$ cat src/rtl/fcs_regs.svh
/*
  Register offsets, field positions, reset values and timing counts
  of the flow-controlled serial block.
  Assumes a byte-addressed register port with 32-bit data.
*/
// Functional notes
// - Discard characters until match sequence seen.
// - Array fill stores characters in arrival order.
// - Array fill stops after n characters.
// - Transmit pin driven during transmission; in open drain only for space bits.
// - Driver bit picks pin state after sending.
// - Transmitter samples flow pin as input.
// - Send timeout only with flow control.
// - Line-format word is a 16-bit value.
// - Programmable idle gap between sent bytes.
// - Gap and timeout never both active.
// - Abandon sending when permission times out.
// - Transmit items in any order and kind.
// - No receive buffer; idle characters lost.
// - Receiver drives go or stop on flow pin.
// - Format bits: period, 7E, inverted polarity.
// - Even parity generated and checked.
// - Open-drain option drives one level only.
`ifndef FCS_REGS_SVH
`define FCS_REGS_SVH

// ----------------------------------------------------------
// Timing
// ----------------------------------------------------------
`define FCS_CLK_MHZ 200
`define FCS_TICK_US 1
`define FCS_PERIOD_BIAS 13'd20
`define FCS_FRAME_BITS 4'd10

// ----------------------------------------------------------
// Register offsets
// ----------------------------------------------------------
`define FCS_OFS_FMT 8'h00
`define FCS_OFS_PACE 8'h04
`define FCS_OFS_TMO 8'h08
`define FCS_OFS_CTRL 8'h0c
`define FCS_OFS_MATCH 8'h10
`define FCS_OFS_ITEM 8'h14
`define FCS_OFS_RXCMD 8'h18
`define FCS_OFS_STATE 8'h1c
`define FCS_OFS_RXDATA 8'h20
`define FCS_OFS_STATUS 8'h24
`define FCS_OFS_MASK 8'h28
`define FCS_OFS_ARR 8'h40

// ----------------------------------------------------------
// Fields
// ----------------------------------------------------------
`define FCS_CTRL_FLOW 0
`define FCS_CTRL_PACE 1
`define FCS_CTRL_TMO 2
`define FCS_CTRL_MATCH 3
`define FCS_CTRL_MLEN 4
`define FCS_RXCMD_START 0
`define FCS_RXCMD_ARR 1
`define FCS_RXCMD_LEN 8
`define FCS_STS_TXDONE 0
`define FCS_STS_TMO 1
`define FCS_STS_RXDONE 2
`define FCS_STS_PERR 3

// ----------------------------------------------------------
// Reset values
// ----------------------------------------------------------
`define FCS_FMT_RST 16'h0054
`define FCS_PACE_RST 16'h0000
`define FCS_TMO_RST 16'h0000
`define FCS_MATCH_RST 32'h0000_0000
`define FCS_MASK_RST 4'h0

`endif

$ cat src/rtl/fcs_pkg.sv
/*
  Types shared by the serial block files.
  Assumes nothing beyond a SystemVerilog compiler.
*/
package fcs_pkg;

  typedef struct packed {
    logic open_drain;
    logic invert;
    logic seven_even;
    logic spare;
    logic [11:0] period;
  } line_fmt_t;

  typedef enum logic [1:0] {
    TX_IDLE = 2'b00,
    TX_FLOW = 2'b01,
    TX_SEND = 2'b11,
    TX_GAP = 2'b10
  } tx_state_t;

  typedef enum logic [1:0] {
    RX_IDLE = 2'b00,
    RX_START = 2'b01,
    RX_BITS = 2'b11,
    RX_STOP = 2'b10
  } rx_state_t;

  typedef enum logic [2:0] {
    K_BYTE = 3'h0,
    K_REPEAT = 3'h1,
    K_DEC = 3'h2,
    K_HEX = 3'h3,
    K_BIN = 3'h4,
    K_ARRAY = 3'h5
  } item_kind_t;

  typedef struct packed {
    item_kind_t kind;
    logic [7:0] count;
    logic [7:0] value;
  } tx_item_t;

endpackage

$ cat src/rtl/flow_controlled_async_serial.sv
/*
  Asynchronous serial transmitter and receiver with a flow-control pin,
  match hunting, array fill, inter-byte gap and send timeout.
  Assumes a plain register port with read data one cycle after the
  strobe, and pins synchronous to i_clk.
*/
// Strobed register access and the register offsets were decided locally.
`include "fcs_regs.svh"

module flow_controlled_async_serial #(
  parameter int DEPTH = 16,
  parameter int CYC_PER_US = `FCS_TICK_US * `FCS_CLK_MHZ
) (
  // Clock and reset
  input wire logic i_clk,
  input wire logic i_rst_b,
  // Register port
  input wire logic [7:0] i_addr,
  input wire logic [31:0] i_wdata,
  input wire logic i_wr,
  input wire logic i_rd,
  output logic [31:0] o_rdata,
  // Interrupt
  output logic o_irq,
  // Serial data pins
  input wire logic i_rx,
  output logic o_tx,
  output logic o_tx_oe,
  // Flow-control pin
  input wire logic i_flow,
  output logic o_flow,
  output logic o_flow_oe
);
  localparam int AW = $clog2(DEPTH);

  // ----------------------------------------------------------
  // Microsecond tick
  // ----------------------------------------------------------
  logic [15:0] div_q;
  logic tick_q;
  wire div_end = (div_q == 16'(CYC_PER_US - 1));

  always_ff @(posedge i_clk) begin
    if (!i_rst_b) begin
      div_q <= '0;
      tick_q <= 1'b0;
    end else begin
      div_q <= div_end ? '0 : 16'(div_q + 16'h1);
      tick_q <= div_end;
    end
  end

  // ----------------------------------------------------------
  // Registers and decode
  // ----------------------------------------------------------
  fcs_pkg::line_fmt_t fmt_q;
  fcs_pkg::tx_state_t tx_st_q;
  fcs_pkg::tx_item_t item_q;
  logic [15:0] pace_q, tmo_q, wcnt_q;
  logic [31:0] match_q;
  logic [3:0] mask_q, sts_q;
  logic [2:0] mlen_q, mi_q;
  logic flow_en_q, pace_en_q, tmo_en_q, match_en_q;
  logic [7:0] rxdata_q, k_q, len_w, ch_w;
  logic [AW:0] rx_cnt_q, lim_q;
  logic rx_busy_q, arr_mode_q, rx_drv_q, tx_used_q;
  logic [7:0] arr_q [DEPTH];

  wire wr_fmt = i_wr && (i_addr == `FCS_OFS_FMT);
  wire wr_pace = i_wr && (i_addr == `FCS_OFS_PACE);
  wire wr_tmo = i_wr && (i_addr == `FCS_OFS_TMO);
  wire wr_ctrl = i_wr && (i_addr == `FCS_OFS_CTRL);
  wire wr_match = i_wr && (i_addr == `FCS_OFS_MATCH);
  wire wr_item = i_wr && (i_addr == `FCS_OFS_ITEM);
  wire wr_rxcmd = i_wr && (i_addr == `FCS_OFS_RXCMD);
  wire wr_mask = i_wr && (i_addr == `FCS_OFS_MASK);
  wire rd_sts = i_rd && (i_addr == `FCS_OFS_STATUS);
  wire arr_hit = (i_addr >= `FCS_OFS_ARR) &&
                 (i_addr < 8'(`FCS_OFS_ARR + 4 * DEPTH));
  wire [AW-1:0] arr_idx = AW'((i_addr - `FCS_OFS_ARR) >> 2);

  // Timeout only exists with a flow pin; if both are asked, gap is dropped
  wire tmo_on = flow_en_q && tmo_en_q;
  wire pace_on = pace_en_q && !tmo_on;

  always_ff @(posedge i_clk) begin
    if (!i_rst_b) begin
      fmt_q <= `FCS_FMT_RST;
      pace_q <= `FCS_PACE_RST;
      tmo_q <= `FCS_TMO_RST;
      match_q <= `FCS_MATCH_RST;
      mask_q <= `FCS_MASK_RST;
      {flow_en_q, pace_en_q, tmo_en_q, match_en_q} <= 4'h0;
      mlen_q <= 3'h0;
    end else begin
      if (wr_fmt) fmt_q <= i_wdata[15:0];
      if (wr_pace) pace_q <= i_wdata[15:0];
      if (wr_tmo) tmo_q <= i_wdata[15:0];
      if (wr_match) match_q <= i_wdata;
      if (wr_mask) mask_q <= i_wdata[3:0];
      if (wr_ctrl) begin
        flow_en_q <= i_wdata[`FCS_CTRL_FLOW];
        pace_en_q <= i_wdata[`FCS_CTRL_PACE];
        tmo_en_q <= i_wdata[`FCS_CTRL_TMO];
        match_en_q <= i_wdata[`FCS_CTRL_MATCH];
        mlen_q <= i_wdata[`FCS_CTRL_MLEN +: 3];
      end
    end
  end

  // ----------------------------------------------------------
  // Transmit item expansion
  // ----------------------------------------------------------
  function automatic logic [7:0] hex_char(input logic [3:0] n);
    hex_char = (n < 4'ha) ? 8'(8'h30 + n) : 8'(8'h37 + n);
  endfunction

  wire [7:0] v = item_q.value;

  always_comb begin
    len_w = 8'h01;
    ch_w = v;
    case (item_q.kind)
      fcs_pkg::K_REPEAT: len_w = item_q.count;
      fcs_pkg::K_DEC: begin
        len_w = 8'h03;
        ch_w = 8'(8'h30 + ((k_q == 8'h0) ? v / 8'd100 :
               (k_q == 8'h1) ? (v / 8'd10) % 8'd10 : v % 8'd10));
      end
      fcs_pkg::K_HEX: begin
        len_w = 8'h02;
        ch_w = hex_char((k_q == 8'h0) ? v[7:4] : v[3:0]);
      end
      fcs_pkg::K_BIN: begin
        len_w = 8'h08;
        ch_w = {7'h18, v[3'h7 - k_q[2:0]]};
      end
      fcs_pkg::K_ARRAY: begin
        len_w = item_q.count;
        ch_w = arr_q[k_q[AW-1:0]];
      end
      default: ch_w = v;
    endcase
  end

  // ----------------------------------------------------------
  // Transmit sequencer
  // ----------------------------------------------------------
  logic tx_start_q, tx_busy, tx_line;
  logic [15:0] gcnt_q;
  wire perm = !flow_en_q || (i_flow == fmt_q.invert);
  wire in_flow = (tx_st_q == fcs_pkg::TX_FLOW);
  wire item_end = in_flow && (k_q == len_w);
  wire ev_tmo = in_flow && !item_end && !perm && tmo_on && tick_q &&
                (wcnt_q == tmo_q);
  wire tx_act = (tx_st_q != fcs_pkg::TX_IDLE);
  wire byte_end = (tx_st_q == fcs_pkg::TX_SEND) && !tx_busy &&
                  !tx_start_q;

  always_ff @(posedge i_clk) begin
    if (!i_rst_b) begin
      tx_st_q <= fcs_pkg::TX_IDLE;
      item_q <= '0;
      k_q <= '0;
      wcnt_q <= '0;
      gcnt_q <= '0;
      tx_start_q <= 1'b0;
      tx_used_q <= 1'b0;
    end else begin
      tx_start_q <= 1'b0;
      case (tx_st_q)
        fcs_pkg::TX_IDLE: begin
          if (wr_item) begin
            item_q <= fcs_pkg::tx_item_t'(i_wdata[18:0]);
            k_q <= '0;
            wcnt_q <= '0;
            tx_used_q <= 1'b1;
            tx_st_q <= fcs_pkg::TX_FLOW;
          end
        end
        fcs_pkg::TX_FLOW: begin
          if (item_end || ev_tmo) begin
            tx_st_q <= fcs_pkg::TX_IDLE;
          end else if (perm) begin
            tx_start_q <= 1'b1;
            tx_st_q <= fcs_pkg::TX_SEND;
          end else if (tmo_on && tick_q) begin
            wcnt_q <= 16'(wcnt_q + 16'h1);
          end
        end
        fcs_pkg::TX_SEND: begin
          if (byte_end) begin
            k_q <= 8'(k_q + 8'h1);
            wcnt_q <= '0;
            gcnt_q <= '0;
            // No gap after the last character of an item
            tx_st_q <= (pace_on && (8'(k_q + 8'h1) != len_w)) ?
                       fcs_pkg::TX_GAP : fcs_pkg::TX_FLOW;
          end
        end
        fcs_pkg::TX_GAP: begin
          if (gcnt_q == pace_q) tx_st_q <= fcs_pkg::TX_FLOW;
          else if (tick_q) gcnt_q <= 16'(gcnt_q + 16'h1);
        end
        default: tx_st_q <= fcs_pkg::TX_IDLE;
      endcase
    end
  end

  fcs_tx u_tx (
    .i_clk(i_clk),
    .i_rst_b(i_rst_b),
    .i_tick(tick_q),
    .i_fmt(fmt_q),
    .i_start(tx_start_q),
    .i_data(ch_w),
    .o_busy(tx_busy),
    .o_line(tx_line)
  );

  // ----------------------------------------------------------
  // Receive control
  // ----------------------------------------------------------
  logic rx_valid, rx_perr;
  logic [7:0] rx_byte;
  wire match_done = !match_en_q || (mi_q == mlen_q);
  wire got = rx_busy_q && rx_valid && !rx_perr;
  wire store = got && match_done;
  wire ev_perr = rx_busy_q && rx_valid && rx_perr;
  wire ev_rxdone = store &&
                   (!arr_mode_q || ((AW+1)'(rx_cnt_q + 1'b1) == lim_q));
  wire [4:0] req_len = i_wdata[`FCS_RXCMD_LEN +: 5];

  always_ff @(posedge i_clk) begin
    if (!i_rst_b) begin
      rx_busy_q <= 1'b0;
      arr_mode_q <= 1'b0;
      rx_cnt_q <= '0;
      lim_q <= '0;
      mi_q <= '0;
      rxdata_q <= '0;
      rx_drv_q <= 1'b0;
      for (int i = 0; i < DEPTH; i++) arr_q[i] <= 8'h00;
    end else begin
      if (wr_item && !tx_act) rx_drv_q <= 1'b0;
      if (wr_rxcmd) begin
        rx_busy_q <= i_wdata[`FCS_RXCMD_START];
        arr_mode_q <= i_wdata[`FCS_RXCMD_ARR];
        rx_cnt_q <= '0;
        mi_q <= '0;
        rx_drv_q <= 1'b1;
        // A zero or oversized length fills the whole array
        lim_q <= ((req_len == 5'h0) || (32'(req_len) > DEPTH)) ?
                 (AW+1)'(DEPTH) : (AW+1)'(req_len);
      end else begin
        if (ev_perr || ev_rxdone) rx_busy_q <= 1'b0;
        if (got && !match_done) begin
          // Restart hunting, but a mismatch may itself open the sequence
          mi_q <= (rx_byte == match_q[8*mi_q[1:0] +: 8]) ?
                  3'(mi_q + 3'h1) :
                  ((rx_byte == match_q[7:0]) ? 3'h1 : 3'h0);
        end
        if (store && arr_mode_q) begin
          arr_q[rx_cnt_q[AW-1:0]] <= rx_byte;
          rx_cnt_q <= (AW+1)'(rx_cnt_q + 1'b1);
        end
        if (store && !arr_mode_q) rxdata_q <= rx_byte;
      end
    end
  end

  fcs_rx u_rx (
    .i_clk(i_clk),
    .i_rst_b(i_rst_b),
    .i_tick(tick_q),
    .i_fmt(fmt_q),
    .i_en(rx_busy_q),
    .i_line(i_rx ^ fmt_q.invert),
    .o_valid(rx_valid),
    .o_data(rx_byte),
    .o_perr(rx_perr)
  );

  // ----------------------------------------------------------
  // Status, interrupt, read data and pins
  // ----------------------------------------------------------
  wire [3:0] ev = {ev_perr, ev_rxdone, ev_tmo, item_end};
  wire [3:0] sts_d = (rd_sts ? 4'h0 : sts_q) | ev;
  wire [31:0] state_w = {16'h0, 3'h0, 5'(rx_cnt_q), 5'h0,
                         in_flow, rx_busy_q, tx_act};
  wire [31:0] rsel =
    (i_addr == `FCS_OFS_FMT) ? {16'h0, fmt_q} :
    (i_addr == `FCS_OFS_PACE) ? {16'h0, pace_q} :
    (i_addr == `FCS_OFS_TMO) ? {16'h0, tmo_q} :
    (i_addr == `FCS_OFS_CTRL) ? {25'h0, mlen_q, match_en_q, tmo_en_q,
                                 pace_en_q, flow_en_q} :
    (i_addr == `FCS_OFS_MATCH) ? match_q :
    (i_addr == `FCS_OFS_STATE) ? state_w :
    (i_addr == `FCS_OFS_RXDATA) ? {24'h0, rxdata_q} :
    (i_addr == `FCS_OFS_STATUS) ? {28'h0, sts_q} :
    (i_addr == `FCS_OFS_MASK) ? {28'h0, mask_q} :
    arr_hit ? {24'h0, arr_q[arr_idx]} : 32'h0;
  // Open drain drives only the space level and floats for mark
  wire tx_oe_d = fmt_q.open_drain ? (tx_act && !tx_line) :
                 (tx_act || tx_used_q);
  wire flow_oe_d = flow_en_q && rx_drv_q && !tx_act;
  wire flow_d = rx_busy_q ? fmt_q.invert : !fmt_q.invert;

  always_ff @(posedge i_clk) begin
    if (!i_rst_b) begin
      sts_q <= 4'h0;
      o_irq <= 1'b0;
      o_rdata <= 32'h0;
      o_tx <= 1'b0;
      o_tx_oe <= 1'b0;
      o_flow <= 1'b0;
      o_flow_oe <= 1'b0;
    end else begin
      sts_q <= sts_d;
      o_irq <= |(sts_d & mask_q);
      o_rdata <= i_rd ? rsel : 32'h0;
      o_tx <= tx_line ^ fmt_q.invert;
      o_tx_oe <= tx_oe_d;
      o_flow <= flow_d;
      o_flow_oe <= flow_oe_d;
    end
  end

  // ----------------------------------------------------------
  // Checks
  // ----------------------------------------------------------
  property p_tx_drive;
    @(posedge i_clk) disable iff (!i_rst_b)
    (tx_st_q == fcs_pkg::TX_SEND) && !fmt_q.open_drain |=> o_tx_oe;
  endproperty
  a_tx_drive: assert property (p_tx_drive)
    else $error("tx pin not driven while sending");

  property p_od_idle;
    @(posedge i_clk) disable iff (!i_rst_b)
    !tx_act && fmt_q.open_drain |=> !o_tx_oe;
  endproperty
  a_od_idle: assert property (p_od_idle)
    else $error("open drain pin driven while idle");

  property p_flow_stop;
    @(posedge i_clk) disable iff (!i_rst_b)
    flow_oe_d && !rx_busy_q |=> o_flow_oe && (o_flow != fmt_q.invert);
  endproperty
  a_flow_stop: assert property (p_flow_stop)
    else $error("flow pin not at stop level");

  property p_no_tmo;
    @(posedge i_clk) disable iff (!i_rst_b)
    in_flow && !flow_en_q |-> !ev_tmo;
  endproperty
  a_no_tmo: assert property (p_no_tmo)
    else $error("timeout without flow pin");

  property p_gap_excl;
    @(posedge i_clk) disable iff (!i_rst_b)
    (tx_st_q == fcs_pkg::TX_SEND) ##1 (tx_st_q == fcs_pkg::TX_GAP)
      |-> $past(pace_on);
  endproperty
  a_gap_excl: assert property (p_gap_excl)
    else $error("gap taken while timeout active");

  property p_tmo_exit;
    @(posedge i_clk) disable iff (!i_rst_b)
    ev_tmo |=> !tx_act && sts_q[`FCS_STS_TMO] && !tx_busy;
  endproperty
  a_tmo_exit: assert property (p_tmo_exit)
    else $error("timeout did not abandon sending");

  property p_fill_lim;
    @(posedge i_clk) disable iff (!i_rst_b)
    arr_mode_q |-> rx_cnt_q <= lim_q;
  endproperty
  a_fill_lim: assert property (p_fill_lim)
    else $error("array fill passed its limit");

  property p_fill_order;
    @(posedge i_clk) disable iff (!i_rst_b)
    store && arr_mode_q && !wr_rxcmd
      |=> arr_q[$past(rx_cnt_q[AW-1:0])] == $past(rx_byte);
  endproperty
  a_fill_order: assert property (p_fill_order)
    else $error("array element out of order");

  property p_hunt;
    @(posedge i_clk) disable iff (!i_rst_b)
    got && !match_done && !wr_rxcmd
      |=> (rx_cnt_q == $past(rx_cnt_q)) && rx_busy_q;
  endproperty
  a_hunt: assert property (p_hunt)
    else $error("character kept during hunt");

  property p_perr;
    @(posedge i_clk) disable iff (!i_rst_b)
    ev_perr && !wr_rxcmd |=> !rx_busy_q && sts_q[`FCS_STS_PERR];
  endproperty
  a_perr: assert property (p_perr)
    else $error("parity error not reported");

  c_tx_item: cover property (@(posedge i_clk) disable iff (!i_rst_b)
    item_end);
  c_tmo: cover property (@(posedge i_clk) disable iff (!i_rst_b)
    ev_tmo);
  c_fill: cover property (@(posedge i_clk) disable iff (!i_rst_b)
    ev_rxdone && arr_mode_q);
endmodule // flow_controlled_async_serial

$ cat src/rtl/fcs_tx.sv
/*
  Character framer: shifts one ten-bit frame out on a logical line.
  Assumes a one-cycle microsecond tick and a stable format word.
*/
`include "fcs_regs.svh"

module fcs_tx (
  // Clock and reset
  input wire logic i_clk,
  input wire logic i_rst_b,
  // Timing and format
  input wire logic i_tick,
  input wire fcs_pkg::line_fmt_t i_fmt,
  // Character in
  input wire logic i_start,
  input wire logic [7:0] i_data,
  // Line out, 1 is mark
  output logic o_busy,
  output logic o_line
);
  logic [9:0] frame_q;
  logic [12:0] tcnt_q;
  logic [3:0] n_q;
  logic busy_q;

  wire [12:0] per = {1'b0, i_fmt.period} + `FCS_PERIOD_BIAS;
  wire due = i_tick && (13'(tcnt_q + 13'h1) >= per);
  wire par = ^i_data[6:0];
  wire b7 = i_fmt.seven_even ? par : i_data[7];

  always_ff @(posedge i_clk) begin
    if (!i_rst_b) begin
      frame_q <= 10'h3ff;
      tcnt_q <= '0;
      n_q <= '0;
      busy_q <= 1'b0;
    end else if (!busy_q) begin
      if (i_start) begin
        frame_q <= {1'b1, b7, i_data[6:0], 1'b0};
        tcnt_q <= '0;
        n_q <= '0;
        busy_q <= 1'b1;
      end
    end else if (i_tick) begin
      tcnt_q <= due ? '0 : 13'(tcnt_q + 13'h1);
      if (due) begin
        frame_q <= {1'b1, frame_q[9:1]};
        n_q <= 4'(n_q + 4'h1);
        busy_q <= (n_q != 4'(`FCS_FRAME_BITS - 4'h1));
      end
    end
  end

  assign o_busy = busy_q;
  assign o_line = frame_q[0];
endmodule // fcs_tx

$ cat src/rtl/fcs_rx.sv
/*
  Character sampler: finds a start bit, samples mid-bit, checks parity.
  Assumes the line is synchronous to the clock and already de-inverted.
*/
`include "fcs_regs.svh"

module fcs_rx (
  // Clock and reset
  input wire logic i_clk,
  input wire logic i_rst_b,
  // Timing and format
  input wire logic i_tick,
  input wire fcs_pkg::line_fmt_t i_fmt,
  // Line in, 1 is mark
  input wire logic i_en,
  input wire logic i_line,
  // Character out
  output logic o_valid,
  output logic [7:0] o_data,
  output logic o_perr
);
  fcs_pkg::rx_state_t st_q;
  logic [12:0] tcnt_q;
  logic [7:0] bits_q;
  logic [2:0] n_q;

  wire [12:0] per = {1'b0, i_fmt.period} + `FCS_PERIOD_BIAS;
  wire [12:0] lim = (st_q == fcs_pkg::RX_START) ? {1'b0, per[12:1]} : per;
  wire due = i_tick && (13'(tcnt_q + 13'h1) >= lim);

  always_ff @(posedge i_clk) begin
    if (!i_rst_b) begin
      st_q <= fcs_pkg::RX_IDLE;
      tcnt_q <= '0;
      bits_q <= '0;
      n_q <= '0;
      o_valid <= 1'b0;
      o_data <= '0;
      o_perr <= 1'b0;
    end else begin
      o_valid <= 1'b0;
      o_perr <= 1'b0;
      if (i_tick) begin
        tcnt_q <= due ? '0 : 13'(tcnt_q + 13'h1);
      end
      if (!i_en) begin
        // Disabled: whatever is on the line is dropped
        st_q <= fcs_pkg::RX_IDLE;
      end else begin
        case (st_q)
          fcs_pkg::RX_IDLE: begin
            tcnt_q <= '0;
            n_q <= '0;
            if (!i_line) st_q <= fcs_pkg::RX_START;
          end
          fcs_pkg::RX_START: begin
            // A glitch shorter than half a bit is not a start
            if (due) st_q <= i_line ? fcs_pkg::RX_IDLE : fcs_pkg::RX_BITS;
          end
          fcs_pkg::RX_BITS: begin
            if (due) begin
              bits_q <= {i_line, bits_q[7:1]};
              n_q <= 3'(n_q + 3'h1);
              if (n_q == 3'h7) st_q <= fcs_pkg::RX_STOP;
            end
          end
          fcs_pkg::RX_STOP: begin
            if (due) begin
              st_q <= fcs_pkg::RX_IDLE;
              o_valid <= 1'b1;
              o_data <= i_fmt.seven_even ? {1'b0, bits_q[6:0]} : bits_q;
              o_perr <= i_fmt.seven_even && (^bits_q);
            end
          end
          default: st_q <= fcs_pkg::RX_IDLE;
        endcase
      end
    end
  end
endmodule // fcs_rx

$ cat config.mk
export PLATFORM = sky130hd
export DESIGN_NAME = flow_controlled_async_serial
export DESIGN_NICKNAME = d
export VERILOG_FILES = /design/src/rtl/fcs_pkg.sv /design/src/rtl/flow_controlled_async_serial.sv /design/src/rtl/fcs_tx.sv /design/src/rtl/fcs_rx.sv
export VERILOG_INCLUDE_DIRS = /design/src /design/src/rtl
export SDC_FILE = /design/constraint.sdc
export NUM_CORES = 1
export LEC_CHECK = 0
export CAP_MARGIN = 25
export CORE_MARGIN = 8
export CORE_UTILIZATION = 45
export CTS_CLUSTER_SIZE = 16
export DETAILED_ROUTE_END_ITERATION = 16
export DONT_BUFFER_PORTS = 1
export GPL_ROUTABILITY_DRIVEN = 0
export HOLD_SLACK_MARGIN = 0.05
export SETUP_SLACK_MARGIN = 0.15
export SLEW_MARGIN = 10
export SYNTH_ARGS = -nofsm -noshare
export SYNTH_HDL_FRONTEND = slang
export SYNTH_SLANG_ARGS = --single-unit
$ cat constraint.sdc
create_clock -name i_clk -period 10.09 [get_ports i_clk]
set_input_delay 0 -clock i_clk [delete_from_list [all_inputs] [get_ports i_clk]]
set_output_delay 0 -clock i_clk [all_outputs]
set_load 0.02 [all_outputs]
**Word-level counts from Yosys, hierarchy flattened**

Memory sizes are Yosys's and may differ from the RTL's. A register that Yosys moved wholly into a read port is not among the register bits.
Cells that the tools add are included.

- Register bits after elaboration: 300
- RAM bits: 128
- Bits of input ports: 46
- Output and inout bits: 37
- Memories kept: 1

Memory list:

| memory | words | bits a word | read ports | clocked after Yosys merged registers in | wr ports | line | source |
|---|---|---|---|---|---|---|---|
| arr_q | 16 | 8 | 2 | 1 | 16 | flow_controlled_async_serial.sv:67 | `logic [7:0] arr_q [DEPTH];` |

- $add $sub $neg: 16
- Divide/modulo/power cells: 4
- $lt $le $gt $ge: 7
- Equal/unequal tests: 50
- Shift operators: 1
- Muxes and demuxes: 91
- Bitwise logic cells: 8
- Reductions and logical operators: 95

Operators with widths:

| operator | number |
|---|---|
| 2-to-1 mux 16 bit | 11 |
| 2-to-1 mux 13 bit | 10 |
| 2-to-1 mux 8 bit | 10 |
| case mux 8 bit (4 select lines) | 2 |
| adder 16 x 1 -> 16 bit, second input constant | 3 |
| case mux 16 bit (3 select lines) | 1 |
| 2-to-1 mux 10 bit | 4 |
| logical AND 1 bit | 37 |
| 2-to-1 mux 4 bit | 9 |
| == test 16 bit | 2 |
| == test 8 x 5 -> 1 bit, second input constant | 4 |
| 2-to-1 mux 32 bit | 1 |
| case mux 16 bit (2 select lines) | 1 |
| indexed part select 32 x 6 -> 8 bit | 1 |
| adder 13 x 1 -> 13 bit, second input constant | 2 |
| >= comparator 13 bit | 2 |
| == test 8 x 6 -> 1 bit, second input constant | 3 |
| == test 8 bit | 3 |
| 2-to-1 mux 2 bit | 12 |
| 2-to-1 mux 1 bit | 21 |
| inequality test 2 bit, second input constant | 10 |
| AND reduction 3 bit | 6 |
| == test 16 x 8 -> 1 bit, second input constant | 1 |
| == test 8 x 4 -> 1 bit, second input constant | 2 |
| other kinds (60) | 114 |

**Longest topological paths before layout**

- Depth after elaboration: 14
- Depth in mapped cells: 36
- Depth with buffers taken out: 32

**Hierarchy**

Synthesis repeated with hierarchy kept, for this count alone.

- Cells, all modules: 2558
- Area total of the unflattened synthesis: 23789.1 um^2

By module, submodules not included:

| module | times used | cells each | area an instance (um^2) | sequential area each (um^2) |
|---|---|---|---|---|
| flow_controlled_async_serial | 1 | 2001 | 19328.5 | 8648.3 |
| fcs_rx | 1 | 316 | 2504.9 | 720.7 |
| fcs_tx | 1 | 241 | 1955.6 | 540.5 |

**Worst setup path after synthesis**

Ideal clock, no wire load.

- Path kind: register to register
- Start: register k_q[1]
- End: register u_tx.frame_q[8]
- Setup time: 115 ps
- Arrival time: 6336 ps
- Path slack: 3639 ps
- Cell stages (with the launch flop): 34
- Cell sequence: dfxtp_1 -> clkbuf_1 -> inv_1 -> ha_1 -> nor3b_1 -> and2_1 -> buf_4 -> buf_2 -> nor2_1 -> ha_1 -> nand2b_1 -> a211o_1 -> a31o_1 -> o21ai_0 -> o21ai_0 -> o22ai_2 -> mux2_4 -> a211oi_4 -> inv_1 -> nor3_1 -> o21ai_0 -> o21ai_0 -> a21oi_1 -> or2_2 -> ha_1 -> mux2i_1 -> nand2_1 -> o22ai_1 -> mux2i_1 -> xor2_1 -> xnor3_1 -> xor2_1 -> xnor3_1 -> o21ba_1

- Cells in the longest elaborated chain, start to end: 9
- Elaborated cells on any way between the ends: 18

RTL lines:

| what | line | source |
|---|---|---|
| start, declared | flow_controlled_async_serial.sv:64 | `logic [7:0] rxdata_q, k_q, len_w, ch_w;` |
| start signal, assigned | flow_controlled_async_serial.sv:193 | `k_q <= 8'(k_q + 8'h1);` |
| == test 8 x 1 -> 1 bit or logical NOT 8 bit (tied branches) | flow_controlled_async_serial.sv:128, flow_controlled_async_serial.sv:127, flow_controlled_async_serial.sv:132 |  |
| 2-to-1 mux 8 bit or 2-to-1 mux 4 bit (tied branches) | flow_controlled_async_serial.sv:128, flow_controlled_async_serial.sv:132 |  |
| 2-to-1 mux 8 bit, or another cell as far along | flow_controlled_async_serial.sv:127 | `ch_w = 8'(8'h30 + ((k_q == 8'h0) ? v / 8'd100 :` |
| adder 6 x 8 -> 8 bit or 2-to-1 mux 7 bit (tied branches) | flow_controlled_async_serial.sv:127, flow_controlled_async_serial.sv:115 |  |
| case mux 8 bit (4 select lines) * | flow_controlled_async_serial.sv:123 | `case (item_q.kind)` |
| parity 7 bit | fcs_tx.sv:28 | `wire par = ^i_data[6:0];` |
| 2-to-1 mux 1 bit * | fcs_tx.sv:29 | `wire b7 = i_fmt.seven_even ? par : i_data[7];` |
| 2-to-1 mux 10 bit * | fcs_tx.sv:38 | `if (i_start) begin` |
| 2-to-1 mux 10 bit * | fcs_tx.sv:37 | `end else if (!busy_q) begin` |
| end signal, assigned | fcs_tx.sv:39 | `frame_q <= {1'b1, b7, i_data[6:0], 1'b0};` |
| end signal, assigned | fcs_tx.sv:47 | `frame_q <= {1'b1, frame_q[9:1]};` |
| end, declared | fcs_tx.sv:21 | `logic [9:0] frame_q;` |

Mark *: on every way between the ends. The rest lies on a longest branch, timed or not. The select of a mux whose other input is x is not followed.
A chain may end at the register's enable or synchronous reset.

**Worst setup path in the final report**

- Start: register k_q[0]
- End: register u_tx.frame_q[8]

Same word-level chain as after synthesis.

==> metrics <==
outcome=finished clean; die extent in x=244 um; GRT Total Usage=23.4%; Max Clk Rate=128 MHz; WL per Instance=22.3 um; RSZ-0062 raised after global routing=no; Pleak=9.47 nW; CTS tree=built; cells after synthesis=2508; Crit path depth=29; Post-Syn Area=23500 um^2; Setup TNS=0 ps; dominant synthesized flop cell=dfxtp_1; Clock Latency Late Sink=610 ps; first drt pass iteration count=6; combinational share of power=7.7%; Filler cells=4697; antenna violations before repair=4; post-DR vias/cell=5.96; row count=83; sw power=0.963 mW; Starting Density=45.6%; Internal Pwr Total=2.97 mW; Clk pwr share=45.1%; detailed-route via count=19.2k; CTS buffer count=48; Worst Max-Slew Pin Slew=1070 ps; drt drc=0; Final Setup Violations=0; Arr. time, crit path=8260 ps; Seq pwr share=47.2%; crit path max fanout=18; Synth Net Count=2610; clk slew on worst S/H paths=60 ps; H-tree levels=2; Die Ht=244 um; ys async rst share=0%; PD cells=150 nW/um^2; sw frac=24.5%; most frequent cells in the layout=nand2_1 (369), dfxtp_1 (301), nor2_1 (203), a21oi_1 (183), and2_1 (143); Hold Path Stages=4; Die ar.=59700 um^2; commonest non-fill, non-tap cell in the layout=nand2_1; max_slew headroom=28.9%; CP Capture Type=register; Slew Limit Fails=0; Final Hold Fails=0; root buf cell=clkbuf_16; Yosys cell types=99; FF-to-FF path depth=29; largest net degree at the start of global routing=79; share of cells above drive strength 1=9.59%; Required @ worst endpoint=10560 ps; area of placed instances=23900 um^2; Ports=83; Synth Warn #=0; CP startpoint kind=register; cell mode on critical path=o21ai_0; Final Cell Area=26200 um^2; CTS sink count=431; Antenna Nets Post-Route=0; register area=9910 um^2; Hold/Removal Path Class=input port to register; Final Critical Period=7790 ps; Buf/Inv on CP=1; peak supply drop=0.157 mV; max cap viols=0; Detailed Route WL=71800 um; multi-input logic area=12800 um^2; vias in the first global route=18.1k; CP Class=register to register; initial DRC count=2054; hpwl dp=49700 um; Worst Skew=28.6 ps; Critical Path Max Stage Delay=590 ps; Post-synth EDFFs=128; Slowest-stage cell, CP=and2_1; Tcrit/Tclk final=77.2%; Avg Cell Area, Syn=9.36 um^2; post-CTS setup repair buffer count=0; first-pass GRT wire length=111000 um; Post-layout nets=2598; Yosys reg bits=431; port bufs=0; core area=51400 um^2; Seq/Total Area, Yosys=42.2%; Max clock buf depth=3; cell family with most CP delay=compound AO/OA/AOI/OAI gates; Remaining Overflow, GRT=0; area delta synth->final=11.5%
layer usage:
metal | GRT usage [%] | wire length, um | share of wire (%) | vias to the layer above
met4 | 6.73 | 1770 | 2.5 | 4
met2 | 37.2 | 33300 | 46 | 744
met1 | 32.6 | 31600 | 44 | 9369
li1 | - | - | - | 8933
met3 | 3.85 | 5040 | 7.0 | 115
met5 | 0 | 27 | 0.038 | -
cells by family after synthesis:
logic type | Yosys count | share of synthesized area [%]
and+or+nand+nor | 1052 | 21.8
AOI/OAI and AO/OA | 481 | 13.2
DFF | 431 | 42.2
buffers and inverters | 196 | 3.31
xor gates and xnor gates | 174 | 6.61
muxes | 118 | 9.87
adders and majority gates | 56 | 2.99
state kept, by name, summed over array words and instances, names as in the netlist, 9 cells and up, named ones only:
register      cells
u_tx.frame_q      9
match_q          32
o_rdata          32
fmt_q            16
wcnt_q           16
tmo_q            16
u_tx.tcnt_q      13
arr_q           128
div_q            16
gcnt_q           16
pace_q           16
item_q           11
u_rx.tcnt_q      13
per-stage QoR:
step	worst slack, ps	hold slack (ps)	total power, mW	std cells	utilization (%)
floorplan	3640	124	2.08	2508	-
CTS	2450	63.1	3.96	3210	50.8
global placement	2790	102	2.14	3063	46.6
detailed placement	2550	99.5	2.15	3064	46.6
finish	2300	68.3	3.93	3216	50.9
global route	1900	80.9	4.05	3215	50.9
repair_timing:
item                                   4_1_cts  5_1_grt
endpoints found under the hold margin      345        0
hold buffers                                58        0
gates resized for setup                      0        0
final timing paths:
kind                             from                           end  slack, ps
setup / recovery  k_q[0]$_SDFFE_PN0P_  u_tx.frame_q[8]$_SDFFE_PN1P_       2300
hold reg to reg   div_q[0]$_SDFF_PP0_           div_q[0]$_SDFF_PP0_        460
setup reg to reg  k_q[0]$_SDFFE_PN0P_  u_tx.frame_q[8]$_SDFFE_PN1P_       2300
hold / removal              i_addr[5]        flow_en_q$_SDFFE_PN0P_         70
cells in the mapped netlist, types with 6 or more instances:
| library cell | count | area (um^2) |
|---|---|---|
| nand2_1 | 369 | 1390 |
| dfxtp_1 | 303 | 6070 |
| nor2_1 | 205 | 769 |
| a21oi_1 | 183 | 916 |
| and2_1 | 142 | 888 |
| edfxtp_1 | 128 | 3840 |
| clkbuf_1 | 117 | 439 |
| xnor2_1 | 96 | 841 |
| o21ai_0 | 91 | 455 |
| mux4_2 | 90 | 2030 |
| nand3_1 | 84 | 420 |
| xor2_1 | 76 | 666 |
| ha_1 | 56 | 701 |
| and3_1 | 49 | 307 |
| inv_1 | 41 | 154 |
| nand4_1 | 38 | 238 |
| a22oi_1 | 34 | 255 |
| nor3_1 | 32 | 160 |
| nor2b_1 | 27 | 169 |
| mux2i_1 | 25 | 250 |
| nand2b_1 | 24 | 150 |
| o21a_1 | 22 | 165 |
| buf_2 | 17 | 85.1 |
| a22o_1 | 16 | 140 |
| or3_1 | 16 | 100 |
| or2_2 | 15 | 93.8 |
| buf_1 | 14 | 52.6 |
| a211oi_1 | 11 | 82.6 |
| a21o_1 | 11 | 82.6 |
| a31oi_1 | 10 | 62.6 |
| nor4_1 | 10 | 62.6 |
| o211ai_1 | 9 | 67.6 |
| nor3b_1 | 8 | 60.1 |
| o31ai_1 | 7 | 52.6 |
| a222oi_1 | 6 | 60.1 |
| o22ai_1 | 6 | 37.5 |
worst register-to-register path, delay by kind of cell, from the launching register on:
family	cells	cell delay, ps
compound gates	11	2570
xor+xnor	4	1010
fa+ha+maj	3	860
buf+inv	1	150
flops	1	490
mux	3	640
simple gates	7	1950
final cells by class:
| cell class | count | share of cell area (%) |
|---|---|---|
| inverters | 43 | 0.626 |
| flip-flops and latches | 431 | 37.9 |
| diodes | 2 | 0.0191 |
| clock inverters | 19 | 0.808 |
| repair buffers | 91 | 3.19 |
| well taps | 680 | 3.25 |
| multi-input cells | 1881 | 48.9 |
| clock buffers | 69 | 5.28 |
power by group through the flow:
stage | clock (mW) | combinational, mW | sequential (mW)
3_3_place_gp | 0 | 0.254 | 1.89
4_1_cts | 1.80 | 0.299 | 1.85
3_5_place_dp | 0 | 0.257 | 1.89
5_1_grt | 1.87 | 0.325 | 1.86
2_1_floorplan | 0 | 0.207 | 1.87
6_report | 1.78 | 0.304 | 1.86
(Power assumes the default switching activity.)
